==> src/hfq_pkg.sv <==
// Shared constants and types for the host frame queue access block
package hfq_pkg;

    // Register offsets seen through the host address cycle
    localparam logic [10:0] TXQ_CMD_OFFSET   = 11'h180;
    localparam logic [10:0] QUEUE_CMD_OFFSET = 11'h182;
    localparam logic [10:0] TX_PTR_OFFSET    = 11'h184;

    // Address cycle layout on the data pins
    localparam int ADDR_LSB = 0;
    localparam int ADDR_W   = 11;
    localparam int BE_LSB   = 12;
    localparam int BE_W     = 4;

    // Queue command register fields
    localparam int QC_RELEASE_BIT   = 0;
    localparam int QC_START_DMA_BIT = 3;
    localparam int QC_AUTO_DEQ_BIT  = 4;
    localparam int QC_FRAME_THR_BIT = 5;
    localparam int QC_BYTE_THR_BIT  = 6;
    localparam int QC_FRAME_STS_BIT = 10;
    localparam int QC_BYTE_STS_BIT  = 11;

    // Transmit pointer register fields
    localparam int              TP_AUTO_INC_BIT = 14;
    localparam int              TP_PTR_W        = 11;
    localparam logic [10:0]     TP_PTR_RESET    = 11'h000;

    // Transmit queue command register field
    localparam int TQ_ENQUEUE_BIT = 0;

    // Pointer steps per access size
    localparam logic [10:0] STEP_BYTE  = 11'h001;
    localparam logic [10:0] STEP_WORD  = 11'h002;
    localparam logic [10:0] STEP_DWORD = 11'h004;

    // Control reset values and the all-lanes byte enable
    localparam logic       CTRL_RESET = 1'b0;
    localparam logic [15:0] DATA_RESET = 16'h0000;
    localparam logic [3:0]  BE_RESET   = 4'h0;
    localparam logic [3:0]  BE_ALL     = 4'hF;

    // Host bus events after synchronisation
    typedef struct packed {
        logic        wr_done;
        logic        rd_start;
        logic        rd_end;
        logic        cmd;
        logic [15:0] wdata;
    } bus_evt_s;

    // One write into the transmit queue
    typedef struct packed {
        logic [10:0] ptr;
        logic [3:0]  be;
        logic [15:0] data;
    } txq_write_s;

    // Read path state
    typedef enum logic [2:0] {
        RD_IDLE  = 3'b001,
        RD_REG   = 3'b010,
        RD_QUEUE = 3'b100
    } rd_state_e;

endpackage

==> src/host_bus_sync.sv <==
// Host bus pin synchroniser and strobe edge detector
`timescale 1ns/1ps
module host_bus_sync (
    input  wire logic             i_clk,
    input  wire logic             i_nrst,
    input  wire logic             i_chip_select_n,
    input  wire logic             i_read_strobe_n,
    input  wire logic             i_write_strobe_n,
    input  wire logic             i_cmd,
    input  wire logic [15:0]      i_data,
    output hfq_pkg::bus_evt_s     o_evt
);

    logic [19:0] meta_r;
    logic [19:0] sync_r;
    logic [1:0]  prev_r;
    logic [15:0] wdata_r;
    logic        cs_n;
    logic        rd_n;
    logic        wr_n;

    // Two stages on every pin; first stage feeds only the second
    always_ff @(posedge i_clk or negedge i_nrst) begin
        if (!i_nrst) begin
            meta_r <= 20'hF_FFFF;
            sync_r <= 20'hF_FFFF;
        end else begin
            meta_r <= {i_chip_select_n, i_read_strobe_n, i_write_strobe_n, i_cmd, i_data};
            sync_r <= meta_r;
        end
    end

    assign cs_n = sync_r[19];
    assign rd_n = sync_r[18] | cs_n;
    assign wr_n = sync_r[17] | cs_n;

    // Previous strobes, and data sampled every cycle while the write strobe is low
    always_ff @(posedge i_clk or negedge i_nrst) begin
        if (!i_nrst) begin
            prev_r  <= 2'h3;
            wdata_r <= hfq_pkg::DATA_RESET;
        end else begin
            prev_r <= {rd_n, wr_n};
            if (!wr_n) begin
                wdata_r <= sync_r[15:0];
            end
        end
    end

    // Write commits at strobe release so data is settled
    assign o_evt.wr_done  = !prev_r[0] && wr_n;
    assign o_evt.rd_start = prev_r[1] && !rd_n;
    assign o_evt.rd_end   = !prev_r[1] && rd_n;
    assign o_evt.cmd      = sync_r[16];
    assign o_evt.wdata    = wdata_r;

endmodule

==> src/host_frame_queue_access.sv <==
// Host access to the receive and transmit frame queues
//
// Function
// - With the byte threshold enable set, raise the receive interrupt when queued bytes pass the byte threshold.
// - With the frame threshold enable set, raise the receive interrupt when queued frames pass the frame threshold.
// - With auto dequeue on, move the receive read position to the next frame once the host has read the current one.
// - While start-DMA is set, data accesses with the command pin low go to the queue buffers, except at the queue command register.
// - While a queue DMA is active, only the queue command register can be reached as a register.
// - Writing one to the release bit frees the memory of the current erroneous receive frame.
// - The release bit clears itself once the memory is freed, and the host waits for it.
// - With auto increment set, each host write to frame data advances the transmit pointer.
// - The pointer step is one for a byte, two for a word and four for a double word access.
// - With auto increment clear, data accesses leave the transmit pointer unchanged.
// - The transmit pointer is an 11-bit read-only field in the low bits that resets to zero.
// - After a transmit enqueue the pointer loads the next free transmit frame location.
// - Writing one to the enqueue bit queues the frame; it clears itself when sending is done.
`timescale 1ns/1ps
module host_frame_queue_access (
    input  wire logic              i_clk,
    input  wire logic              i_nrst,
    input  wire logic              i_chip_select_n,
    input  wire logic              i_read_strobe_n,
    input  wire logic              i_write_strobe_n,
    input  wire logic              i_cmd,
    input  wire logic [15:0]       i_data,
    output logic      [15:0]       o_data,
    output logic                   o_data_oe_n,
    input  wire logic [15:0]       i_rx_byte_count,
    input  wire logic [15:0]       i_rx_byte_threshold_value,
    input  wire logic [7:0]        i_rx_frame_count,
    input  wire logic [7:0]        i_rx_frame_threshold_value,
    output logic                   o_rx_threshold_irq,
    input  wire logic              i_rx_frame_read_done,
    output logic                   o_rx_dequeue,
    output logic                   o_rxq_read,
    input  wire logic [15:0]       i_rxq_data,
    input  wire logic              i_rx_release_done,
    output logic                   o_rx_release_req,
    output logic                   o_txq_write,
    output hfq_pkg::txq_write_s    o_txq_word,
    input  wire logic              i_tx_enqueued,
    input  wire logic [10:0]       i_tx_next_free,
    input  wire logic              i_tx_sent,
    output logic                   o_tx_enqueue_req,
    output logic                   o_start_dma
);

    hfq_pkg::bus_evt_s  evt;
    hfq_pkg::rd_state_e rd_state_r;
    hfq_pkg::rd_state_e rd_state_nxt;

    logic [10:0] addr_r;
    logic [3:0]  be_r;
    logic        byte_thr_en_r;
    logic        frame_thr_en_r;
    logic        auto_deq_r;
    logic        start_dma_r;
    logic        release_r;
    logic        byte_hit_r;
    logic        frame_hit_r;
    logic        auto_inc_r;
    logic [10:0] tx_ptr_r;
    logic        enqueue_r;
    logic        lane_lo;
    logic        lane_hi;
    logic        queue_path;
    logic        data_cycle;
    logic        reg_wr;
    logic        q_wr;
    logic [10:0] step;
    logic [15:0] reg_rdata;

    // Pins pass two flip-flops before any logic reads them
    host_bus_sync u_sync (
        .i_clk            (i_clk),
        .i_nrst           (i_nrst),
        .i_chip_select_n  (i_chip_select_n),
        .i_read_strobe_n  (i_read_strobe_n),
        .i_write_strobe_n (i_write_strobe_n),
        .i_cmd            (i_cmd),
        .i_data           (i_data),
        .o_evt            (evt)
    );

    // Address cycle: command pin high latches address and byte enables
    always_ff @(posedge i_clk or negedge i_nrst) begin
        if (!i_nrst) begin
            addr_r <= 11'h000;
            be_r   <= hfq_pkg::BE_RESET;
        end else if (evt.wr_done && evt.cmd) begin
            addr_r <= evt.wdata[hfq_pkg::ADDR_LSB +: hfq_pkg::ADDR_W];
            be_r   <= evt.wdata[hfq_pkg::BE_LSB +: hfq_pkg::BE_W];
        end
    end

    // Lanes follow the word half that the address selects
    assign lane_lo = addr_r[1] ? be_r[2] : be_r[0];
    assign lane_hi = addr_r[1] ? be_r[3] : be_r[1];

    assign data_cycle = !evt.cmd;
    assign queue_path = start_dma_r && (addr_r != hfq_pkg::QUEUE_CMD_OFFSET);
    assign reg_wr     = evt.wr_done && data_cycle && !queue_path;
    assign q_wr       = evt.wr_done && data_cycle && queue_path;

    // Queue command control bits, low byte only
    always_ff @(posedge i_clk or negedge i_nrst) begin
        if (!i_nrst) begin
            byte_thr_en_r  <= hfq_pkg::CTRL_RESET;
            frame_thr_en_r <= hfq_pkg::CTRL_RESET;
            auto_deq_r     <= hfq_pkg::CTRL_RESET;
            start_dma_r    <= hfq_pkg::CTRL_RESET;
        end else if (reg_wr && lane_lo && addr_r == hfq_pkg::QUEUE_CMD_OFFSET) begin
            byte_thr_en_r  <= evt.wdata[hfq_pkg::QC_BYTE_THR_BIT];
            frame_thr_en_r <= evt.wdata[hfq_pkg::QC_FRAME_THR_BIT];
            auto_deq_r     <= evt.wdata[hfq_pkg::QC_AUTO_DEQ_BIT];
            // host clears this to leave DMA
            start_dma_r    <= evt.wdata[hfq_pkg::QC_START_DMA_BIT];
        end
    end

    // Release request: host sets, free-done clears; a new set wins
    always_ff @(posedge i_clk or negedge i_nrst) begin
        if (!i_nrst) begin
            release_r <= hfq_pkg::CTRL_RESET;
        end else if (reg_wr && lane_lo && addr_r == hfq_pkg::QUEUE_CMD_OFFSET
                     && evt.wdata[hfq_pkg::QC_RELEASE_BIT]) begin
            release_r <= 1'b1;
        end else if (i_rx_release_done) begin
            release_r <= 1'b0;
        end
    end

    // Threshold compare is registered to keep the count paths short
    always_ff @(posedge i_clk or negedge i_nrst) begin
        if (!i_nrst) begin
            byte_hit_r  <= hfq_pkg::CTRL_RESET;
            frame_hit_r <= hfq_pkg::CTRL_RESET;
        end else begin
            byte_hit_r  <= byte_thr_en_r && (i_rx_byte_count > i_rx_byte_threshold_value);
            frame_hit_r <= frame_thr_en_r && (i_rx_frame_count > i_rx_frame_threshold_value);
        end
    end

    // Interrupt level towards the status register
    always_ff @(posedge i_clk or negedge i_nrst) begin
        if (!i_nrst) begin
            o_rx_threshold_irq <= hfq_pkg::CTRL_RESET;
        end else begin
            o_rx_threshold_irq <= byte_hit_r || frame_hit_r;
        end
    end

    // Dequeue pulse towards the receive queue manager
    always_ff @(posedge i_clk or negedge i_nrst) begin
        if (!i_nrst) begin
            o_rx_dequeue <= hfq_pkg::CTRL_RESET;
        end else begin
            o_rx_dequeue <= auto_deq_r && i_rx_frame_read_done;
        end
    end

    // Transmit pointer auto increment, high byte of the pointer register
    always_ff @(posedge i_clk or negedge i_nrst) begin
        if (!i_nrst) begin
            auto_inc_r <= hfq_pkg::CTRL_RESET;
        end else if (reg_wr && lane_hi && addr_r == hfq_pkg::TX_PTR_OFFSET) begin
            auto_inc_r <= evt.wdata[hfq_pkg::TP_AUTO_INC_BIT];
        end
    end

    always_comb begin
        if (be_r == hfq_pkg::BE_ALL) begin
            step = hfq_pkg::STEP_DWORD;
        end else if (lane_lo && lane_hi) begin
            step = hfq_pkg::STEP_WORD;
        end else begin
            step = hfq_pkg::STEP_BYTE;
        end
    end

    // Pointer: enqueue reload beats a same-cycle increment
    always_ff @(posedge i_clk or negedge i_nrst) begin
        if (!i_nrst) begin
            tx_ptr_r <= hfq_pkg::TP_PTR_RESET;
        end else if (i_tx_enqueued) begin
            tx_ptr_r <= i_tx_next_free;
        end else if (q_wr && auto_inc_r) begin
            tx_ptr_r <= tx_ptr_r + step;
        end
    end

    // Enqueue request: host sets, send-done clears; a new set wins
    always_ff @(posedge i_clk or negedge i_nrst) begin
        if (!i_nrst) begin
            enqueue_r <= hfq_pkg::CTRL_RESET;
        end else if (reg_wr && lane_lo && addr_r == hfq_pkg::TXQ_CMD_OFFSET
                     && evt.wdata[hfq_pkg::TQ_ENQUEUE_BIT]) begin
            enqueue_r <= 1'b1;
        end else if (i_tx_sent) begin
            enqueue_r <= 1'b0;
        end
    end

    // Queue write strobe carries the pointer at the time of the write
    always_ff @(posedge i_clk or negedge i_nrst) begin
        if (!i_nrst) begin
            o_txq_write <= hfq_pkg::CTRL_RESET;
            o_txq_word  <= '0;
        end else begin
            o_txq_write <= q_wr;
            if (q_wr) begin
                o_txq_word.ptr  <= tx_ptr_r;
                o_txq_word.be   <= be_r;
                o_txq_word.data <= evt.wdata;
            end
        end
    end

    // Register read mux; reserved bits stay zero
    always_comb begin
        reg_rdata = 16'h0000;
        unique case (addr_r)
            hfq_pkg::QUEUE_CMD_OFFSET: begin
                reg_rdata[hfq_pkg::QC_BYTE_STS_BIT]  = byte_hit_r;
                reg_rdata[hfq_pkg::QC_FRAME_STS_BIT] = frame_hit_r;
                reg_rdata[hfq_pkg::QC_BYTE_THR_BIT]  = byte_thr_en_r;
                reg_rdata[hfq_pkg::QC_FRAME_THR_BIT] = frame_thr_en_r;
                reg_rdata[hfq_pkg::QC_AUTO_DEQ_BIT]  = auto_deq_r;
                reg_rdata[hfq_pkg::QC_START_DMA_BIT] = start_dma_r;
                reg_rdata[hfq_pkg::QC_RELEASE_BIT]   = release_r;
            end
            hfq_pkg::TX_PTR_OFFSET: begin
                reg_rdata[hfq_pkg::TP_AUTO_INC_BIT]  = auto_inc_r;
                reg_rdata[hfq_pkg::TP_PTR_W-1:0]     = tx_ptr_r;
            end
            hfq_pkg::TXQ_CMD_OFFSET: begin
                reg_rdata[hfq_pkg::TQ_ENQUEUE_BIT]   = enqueue_r;
            end
            default: begin
                reg_rdata = 16'h0000;
            end
        endcase
    end

    // Read path sequencing
    always_comb begin
        rd_state_nxt = rd_state_r;
        unique case (rd_state_r)
            hfq_pkg::RD_IDLE: begin
                if (evt.rd_start && data_cycle) begin
                    rd_state_nxt = queue_path ? hfq_pkg::RD_QUEUE : hfq_pkg::RD_REG;
                end
            end
            hfq_pkg::RD_REG, hfq_pkg::RD_QUEUE: begin
                if (evt.rd_end) begin
                    rd_state_nxt = hfq_pkg::RD_IDLE;
                end
            end
            default: begin
                rd_state_nxt = hfq_pkg::RD_IDLE;
            end
        endcase
    end

    always_ff @(posedge i_clk or negedge i_nrst) begin
        if (!i_nrst) begin
            rd_state_r <= hfq_pkg::RD_IDLE;
        end else begin
            rd_state_r <= rd_state_nxt;
        end
    end

    // Read data and pin drive; the queue word is re-sampled each cycle
    always_ff @(posedge i_clk or negedge i_nrst) begin
        if (!i_nrst) begin
            o_data      <= hfq_pkg::DATA_RESET;
            o_data_oe_n <= 1'b1;
            o_rxq_read  <= hfq_pkg::CTRL_RESET;
        end else begin
            o_data_oe_n <= (rd_state_nxt == hfq_pkg::RD_IDLE);
            o_rxq_read  <= (rd_state_r == hfq_pkg::RD_IDLE)
                           && (rd_state_nxt == hfq_pkg::RD_QUEUE);
            if (rd_state_nxt == hfq_pkg::RD_QUEUE) begin
                o_data <= i_rxq_data;
            end else if (rd_state_nxt == hfq_pkg::RD_REG) begin
                o_data <= reg_rdata;
            end
        end
    end

    // Flag copies for the surrounding queue logic
    always_ff @(posedge i_clk or negedge i_nrst) begin
        if (!i_nrst) begin
            o_rx_release_req <= hfq_pkg::CTRL_RESET;
            o_tx_enqueue_req <= hfq_pkg::CTRL_RESET;
            o_start_dma      <= hfq_pkg::CTRL_RESET;
        end else begin
            o_rx_release_req <= release_r;
            o_tx_enqueue_req <= enqueue_r;
            o_start_dma      <= start_dma_r;
        end
    end

endmodule

==> config.mk <==
export PLATFORM = sky130hd
export DESIGN_NAME = host_frame_queue_access
export DESIGN_NICKNAME = d
export VERILOG_FILES = /design/src/hfq_pkg.sv /design/src/host_bus_sync.sv /design/src/host_frame_queue_access.sv
export SDC_FILE = /design/constraint.sdc
export NUM_CORES = 1
export LEC_CHECK = 0
export BUFFER_PORTS_ARGS = -buffer_cell sky130_fd_sc_hd__buf_2
export CAP_MARGIN = 20
export CELL_PAD_IN_SITES_DETAIL_PLACEMENT = 2
export CELL_PAD_IN_SITES_GLOBAL_PLACEMENT = 2
export CORE_ASPECT_RATIO = 1.75
export CORE_MARGIN = 1.5
export CORE_UTILIZATION = 38
export CTS_CLUSTER_SIZE = 24
export DETAILED_ROUTE_END_ITERATION = 7
export GPL_ROUTABILITY_DRIVEN = 0
export PLACE_DENSITY_LB_ADDON = 0.1
export SYNTH_ARGS = -nofsm -noshare
export SYNTH_HDL_FRONTEND = slang
export SYNTH_SLANG_ARGS = --single-unit
==> constraint.sdc <==
create_clock -name i_clk -period 3.7 [get_ports i_clk]
set_input_delay 0.37 -clock i_clk [delete_from_list [all_inputs] [get_ports i_clk]]
set_output_delay 0.37 -clock i_clk [all_outputs]
set_load 0.05 [all_outputs]
==> impl_results.md, run 1 <==
* Number of enable-type register cells in the synthesized netlist at 0
* Root buffer cell: sky130_fd_sc_hd__clkbuf_16
* Critical path capture point: tx_ptr_r[7]
* Placeable core region at 0.01637 mm^2
* Area grow syn2layout at 26.19%
* Total Routing Usage GR at 0.2115
* Destination of the worst register-to-register timing path: tx_ptr_r[7]
* Initial antenna violation count at 1
* CP Max Fanout at 8
* Drt wl/cell at 19.23 um
* Die span in x at 100.6 um
* Maximum number of pins on one net before global-route repair at around 110
* Layout net count at 792
* Final critical-path required period at 2720 ps
* Startpoint of the worst register-to-register path: addr_r[1]
* Post-synthesis instance area at approximately 0.0063 mm^2
* Class of the tightest hold or removal check: in2reg
* Fin util at 0.4881
* Required time reported for the critical path endpoint at 4050 ps
* Sequential fraction of the synthesis area at 0.6055
* Clk buf depth at 2
* Number of standard-cell rows in the floorplan at between 60 and 70
* Number of cell instances on the worst register-to-register path at 10
* Distinct cell type count after synthesis at 53
* Initial standard-cell utilization of the core at 0.3868
* Count of max-cap constraint violations at 0
* Aggregate global routing overflow at 0
* Max_slew headroom at 0.3477
* HPWL after detailed placement at 12620 um
* Cell area after layout at 0.007989 mm^2
* DR vias at 4572
* Kind of start point of the critical path: flop
* Clock transition at the registers of the reported paths at 70 ps
* Post-synthesis cell count at 501
* Count of cells resized by post-cts repair at 0
* Pins over their slew limit at 0
* Htree depth at 4
* Final critical-path share of the clock period at 0.7350
* Primary FF master, synth: sky130_fd_sc_hd__dfrtp_1
* Total Wirelength at 17330 um
* Clock tree from TritonCTS: yes
* First-pass iteration count of the detailed router at 4
* Syn. warnings at 0
* Global-route wire length before repair at ~28000 um
* Largest area contributor in the synthesized netlist: sky130_fd_sc_hd__dfrtp_1
* Initial drt markers at 117
* Top cells by area, synth: sky130_fd_sc_hd__dfrtp_1 42%, sky130_fd_sc_hd__dfstp_2 18%, sky130_fd_sc_hd__mux2_2 11%, sky130_fd_sc_hd__ha_1 5.3%, sky130_fd_sc_hd__inv_1 2.3%
* Number of synthesized register bits at 151
* Maximum clock skew at final layout at 9.168 ps
* Sum of negative setup slack at 0 ps
* Total Die Area at 0.01747 mm^2
* Area taken by flip-flops and latches at between 0.003 and 0.004 mm^2
* Status: finished, final reports clean
* Leakage component of the power at ~4.0 nW
* Pwr/cell area at 514.8 mW/mm^2
* Average footprint of a synthesized cell at 12.64 um^2
* Crit path from: addr_r[1]
* Arrival time at the worst endpoint at 3070 ps
* Area used by multi-input combinational logic at 0.002288 mm^2
* Number of DRC violations after detailed routing at 0
* Critical Path Sink Type: flop
* Portion of synthesized cell area occupied by the leading cell type at 0.4229
* Most used cells in the layout excluding fill and tap cells: 154 x sky130_fd_sc_hd__buf_2, 107 x sky130_fd_sc_hd__dfrtp_1, 64 x sky130_fd_sc_hd__mux2_2
* Number of CTS-inserted buffers at 17
* Register-to-register setup slack at 980 ps
* Unrepaired setup endpoints after global routing: false
* Most common cell after layout, fill and taps aside: sky130_fd_sc_hd__buf_2
* Mapped Nets at 630
* Proportion of register bits with asynchronous set or reset after synthesis at 1.000
* Critical path start-end classification: reg2reg
* Fillers at 1692
* Number of routed nets with antenna violations at 0
* Total power at ~0.004 W
* Post-detailed-route via-to-cell ratio at between 5 and 6
* Setup fix buffers added after clock tree synthesis at 0
* Final number of hold-violating endpoints at 0
* Highest clock rate at 367.7 MHz
* Total of buffers placed on input and output ports at 155
* Pin slew with the least headroom to its limit at 978.5 ps
* I/O pin count at approximately 160
* Clock insertion delay at the later pin of the skew report at 430 ps
* Final setup vio count at 0
* Number of hold buffers added after cts at 0
* Largest vdd supply drop at 0.2878 mV
* Vias in the first global route at approximately 5300
* Fraction of layout instances using a drive strength above 1 at 0.4645
* Total placed instance area at 0.007381 mm^2
* Clock Sink Count at 151
* Height of the chip at 173.8 um
## layer usage
metal | GRT usage | share of wire
met1 | 0.2219 | 0.36
met2 | 0.4062 | 0.58
met3 | 0.04113 | 0.035
met4 | 0.07512 | 0.024
met5 | 0 | 0
## synthesized netlist by cell type, types with 2 or more instances
cell / n
sky130_fd_sc_hd__mux2_2: 64
sky130_fd_sc_hd__nor3b_1: 2
sky130_fd_sc_hd__or4_1: 2
sky130_fd_sc_hd__buf_2: 4
sky130_fd_sc_hd__buf_1: 2
sky130_fd_sc_hd__nand4_1: 14
sky130_fd_sc_hd__inv_1: 38
sky130_fd_sc_hd__or3_1: 3
sky130_fd_sc_hd__a21o_1: 4
sky130_fd_sc_hd__ha_1: 27
sky130_fd_sc_hd__nand2_1: 38
sky130_fd_sc_hd__a21oi_1: 14
sky130_fd_sc_hd__and2_1: 2
sky130_fd_sc_hd__nand3_1: 9
sky130_fd_sc_hd__a221oi_1: 4
sky130_fd_sc_hd__nor2_1: 15
sky130_fd_sc_hd__o31ai_1: 5
sky130_fd_sc_hd__clkbuf_1: 10
sky130_fd_sc_hd__dfstp_2: 44
sky130_fd_sc_hd__or4b_2: 2
sky130_fd_sc_hd__nor4_1: 5
sky130_fd_sc_hd__dfrtp_1: 107
sky130_fd_sc_hd__a31oi_1: 5
sky130_fd_sc_hd__or2_2: 5
sky130_fd_sc_hd__mux2i_1: 2
sky130_fd_sc_hd__nor2b_1: 8
sky130_fd_sc_hd__nand2b_1: 3
sky130_fd_sc_hd__nor4b_1: 3
sky130_fd_sc_hd__xnor2_1: 7
sky130_fd_sc_hd__nor3_1: 8
sky130_fd_sc_hd__a22o_1: 4
sky130_fd_sc_hd__o21ai_0: 19
sky130_fd_sc_hd__and3_1: 2
## critical path: stages, from the launching register on
cell	delay, ps
sky130_fd_sc_hd__dfrtp_1	490
sky130_fd_sc_hd__nor2_1	90
sky130_fd_sc_hd__a31oi_1	200
sky130_fd_sc_hd__or2_2	180
sky130_fd_sc_hd__inv_1	40
sky130_fd_sc_hd__ha_1	260
sky130_fd_sc_hd__a21o_1	150
sky130_fd_sc_hd__a31oi_1	100
sky130_fd_sc_hd__or4b_4	530
sky130_fd_sc_hd__or4_1	420
sky130_fd_sc_hd__a31oi_1	170
## where the power goes
group	internal [W]	leakage [nW]	switching, W
Clock	0.00100	0.296	0.000765
Combinational	0.000197	1.82	0.000241
Sequential	0.00179	1.86	0.000115
## worst min path at each step
stage | cells past startpoint | end | from
2_1_floorplan | 0 | addr_r[0] | i_nrst
3_3_place_gp | 0 | u_sync.sync_r[11] | u_sync.meta_r[11]
3_5_place_dp | 0 | u_sync.sync_r[5] | u_sync.meta_r[5]
4_1_cts | 1 | u_sync.meta_r[11] | i_data[11]
5_1_grt | 1 | u_sync.meta_r[3] | i_data[3]
6_report | 1 | u_sync.meta_r[11] | i_data[11]
## stage by stage
stage          cells  hold WS [ps]  setup slack (ps)
3_3_place_gp     868         345.8              1119
5_1_grt          900         11.85             713.3
3_5_place_dp     868         347.5             969.9
6_report         901         34.05             980.3
4_1_cts          900         19.55             948.1
2_1_floorplan    501         74.41              1273
## flip-flops by register name, indices dropped and copies added (netlist names), 2 cells and up
register and cells:
u_sync.prev_r 2, o_data 16, u_sync.sync_r 20, u_sync.wdata_r 16
be_r 4, u_sync.meta_r 20, o_txq_word 31, rd_state_r 3
addr_r 11, tx_ptr_r 11
## cell families (layout without fill, tap and decap cells)
family / count (synthesis) / count (layout) / synth area share
flip-flops: 151 / 151 / 0.6055
AND/OR/NAND/NOR: 125 / 125 / 0.1055
AO/OA/AOI/OAI: 68 / 68 / 0.07056
multiplexers: 66 / 66 / 0.1170
buffers and inverters: 56 / 231 / 0.03518
adder cells (fa/ha/maj): 28 / 28 / 0.05652
XOR/XNOR: 7 / 7 / 0.009684
other: 0 / 1 / 0
## final cells by class
| cell class | count | area share |
|---|---|---|
| inverters | 39 | 0.01832 |
| repair buffers | 160 | 0.1042 |
| diodes | 1 | 0.0003132 |
| multi-input cells | 294 | 0.2865 |
| clock inverters | 13 | 0.01895 |
| clock buffers | 19 | 0.05685 |
| flip-flops and latches | 151 | 0.4799 |
| well taps | 224 | 0.03508 |
No activity file was read; power rests on OpenSTA's default activity.
==> run 2: changes to the inputs <==
--- a/config.mk
+++ b/config.mk
@@ -11,7 +11,7 @@
 export CELL_PAD_IN_SITES_GLOBAL_PLACEMENT = 2
 export CORE_ASPECT_RATIO = 1.75
 export CORE_MARGIN = 1.5
-export CORE_UTILIZATION = 38
+export CORE_UTILIZATION = 31
 export CTS_CLUSTER_SIZE = 24
 export DETAILED_ROUTE_END_ITERATION = 7
 export GPL_ROUTABILITY_DRIVEN = 0
==> constraint.sdc (replaced) <==
create_clock -name i_clk -period 2.3 [get_ports i_clk]
set_input_delay 0.23 -clock i_clk [delete_from_list [all_inputs] [get_ports i_clk]]
set_output_delay 0.23 -clock i_clk [all_outputs]
set_load 0.05 [all_outputs]
==> run 2 against run 1 <==
  * The run now ends with setup timing left
  * Clock skew rose by 2.5 ps
  * Non-clock buffer count grew 61
  * Clock power increased by 58%
  * Worst setup slack got worse by 1200 ps
  * Cell area is 9.3% higher
  * Via count up 5.6%
  * Count of clock-buffer cells in the layout decreased by 1
  * Wire length up 6.5%
  * Global-route usage is 2.8 points lower
==> impl_results.md, run 2 (synthesis gave the netlist of run 1 again) <==
* Number of CTS-inserted buffers at 17
* Leakage component of the power at 4.286 nW
* Post-detailed-route via-to-cell ratio at about 5
* Unrepaired setup endpoints after global routing: true
* Drt wl/cell at roughly 19 um
* Total of buffers placed on input and output ports at approximately 160
* Die span in x at about 110 um
* Initial standard-cell utilization of the core at 0.3134
* Final critical-path share of the clock period at 1.097
* Portion of total power attributed to combinational logic at 0.141
* Clk buf depth at 2
* Hold slack final at 15.81 ps
* HPWL after detailed placement at 14000 um
* Placed insts at 923
* Status: finished, violations left
* Biggest regs: o_txq_word: 31 flops, u_sync.meta_r: 20 flops, u_sync.sync_r: 20 flops
* DR vias at 4829
* Highest clock rate at 396.3 MHz
* Layout net count at about 850
* Number of routed nets with antenna violations at 0
* Final number of hold-violating endpoints at 0
* Global-route wire length before repair at 29790 um
* Internal power component at 0.004941 W
* Fraction of layout instances using a drive strength above 1 at 0.5129
* Placeable core region at 0.02020 mm^2
* Area grow syn2layout at 37.91%
* Maximum number of pins on one net before global-route repair at 55
* Htree depth at 4
* Total Wirelength at ~18000 um
* Clock Sink Count at 151
* Height of the chip at 192.1 um
* Vias in the first global route at 5673
* Total Routing Usage GR at 0.1834
* CP Max Fanout at 3
* Most frequent cell on the critical path: sky130_fd_sc_hd__a31oi_1
* Count of max-cap constraint violations at 0
* Arrival time at the worst endpoint at 2870 ps
* Total Die Area at 0.02132 mm^2
* Most flop-heavy register: o_txq_word
* Critical path start-end classification: reg2reg
* Switching Power at around 0.0019 W
* Class of the tightest hold or removal check: in2reg
* Aggregate global routing overflow at 0
* Number of standard-cell rows in the floorplan at 69
* Final critical-path required period at roughly 2500 ps
* Root buffer cell: sky130_fd_sc_hd__clkbuf_16
* Maximum clock skew at final layout at 11.69 ps
* Non-filler instance count after layout at 985
* Flop pwr share at 0.449
* Clock insertion delay at the later pin of the skew report at 430 ps
* Critical Path Sink Type: flop
* Max_slew headroom at 0.5303
* Initial drt markers at 169
* Number of DRC violations after detailed routing at 0
* Initial antenna violation count at 0
* Switching share of power at 0.2729
* Failing checks: setup timing
* First-pass iteration count of the detailed router at 4
* Max FFs per register at 31
* Fin worst setup slack at -223.5 ps
* Clock transition at the registers of the reported paths at 70 ps
* Kind of start point of the critical path: flop
* Required time reported for the critical path endpoint at 2650 ps
* Largest vdd supply drop at 0.6352 mV
* Clock tree from TritonCTS: yes
* I/O pin count at 156
* Pins over their slew limit at 0
* Pin slew with the least headroom to its limit at 694.7 ps
* Critical-path top delay cell: sky130_fd_sc_hd__or4b_4
* Most used cells in the layout excluding fill and tap cells: 154 x sky130_fd_sc_hd__buf_2, 107 x sky130_fd_sc_hd__dfrtp_1, 64 x sky130_fd_sc_hd__mux2_2
* Total power at ~0.0068 W
* Final setup vio count at 7
* Most common cell after layout, fill and taps aside: sky130_fd_sc_hd__buf_2
* Crit path largest cell delay at 510 ps
* Crit-path cells: nand2_2 > nor2_2 > a31oi_2 > or2_4 > inv_2 > ha_4 > a21o_1 > a31oi_1 > or4b_4 > or4_1 > a31oi_1
* Clock power frac at 0.410
* Pwr/cell area at 778.4 mW/mm^2
* Diodes inserted at 0
## run 2: final timing paths
check,start,end,slack [ps],cells past startpoint
worst max-delay path,be_r[1],tx_ptr_r[7],-220,11
worst min-delay path,i_rx_frame_read_done,o_rx_dequeue,20,2
worst max register to register,be_r[1],tx_ptr_r[7],-220,11
worst min register to register,u_sync.meta_r[11],u_sync.sync_r[11],360,0
max in group asynchronous,i_nrst,u_sync.prev_r[1],1250,3
min in group asynchronous,i_nrst,o_txq_word[11],320,2
## run 2: per-stage QoR
| step | setup WS [ps] | area [um^2] | utilization | setup TNS [ps] |
|---|---|---|---|---|
| 3_3_place_gp | -159.6 | 7681 | 0.3802 | -549.1 |
| 4_1_cts | -202.8 | 8616 | 0.4265 | -883.5 |
| 2_1_floorplan | -126.9 | 6331 | - | -197.2 |
| 5_1_grt | -357.5 | 8731 | 0.4322 | -2031 |
| 3_5_place_dp | -327.4 | 7681 | 0.3802 | -1398 |
| 6_report | -223.5 | 8731 | 0.4322 | -980.2 |
## run 2: critical path, delay by kind of cell (launching register included)
family                   cells  cell delay (ps)
AO/OA/AOI/OAI                4              550
flip-flops                   1              390
AND/OR/NAND/NOR              5             1230
buffers and inverters        1               40
adder cells (fa/ha/maj)      1              250
## run 2: routing by layer
layer / vias up / wire, um / global-route usage
met5: - / 0 / 0
met4: 0 / 414 / 0.07449
met3: 26 / 496 / 0.03124
met2: 116 / 11290 / 0.3830
met1: 2477 / 6248 / 0.1719
li1: 2210 / - / -
## run 2: layout make-up
type / count / area [um^2]
Clock buffer: 18 / 439.2
Clock inverter: 14 / 151.4
Fill cell: 2132 / 11470
Inverter: 39 / 148.9
Multi-Input combinational cell: 294 / 2455
Sequential cell: 151 / 3834
Tap cell: 248 / 310.3
Timing Repair Buffer: 221 / 1393
## run 2: power by group through the flow
stage | Clock (W) | Combinational (W) | Sequential (W)
2_1_floorplan | 0 | 0.000365 | 0.00310
6_report | 0.00279 | 0.000961 | 0.00305
3_5_place_dp | 0 | 0.000839 | 0.00309
4_1_cts | 0.00289 | 0.000939 | 0.00305
3_3_place_gp | 0 | 0.000796 | 0.00307
5_1_grt | 0.00298 | 0.00107 | 0.00308
## run 2: timing repair
item	4_1_cts	5_1_grt
buffers inserted	4	5
hold buffers	23	0
pin swaps	10	6
gates resized for setup	18	24
endpoints found under the hold margin	54	0
endpoints found under the setup margin	16	17
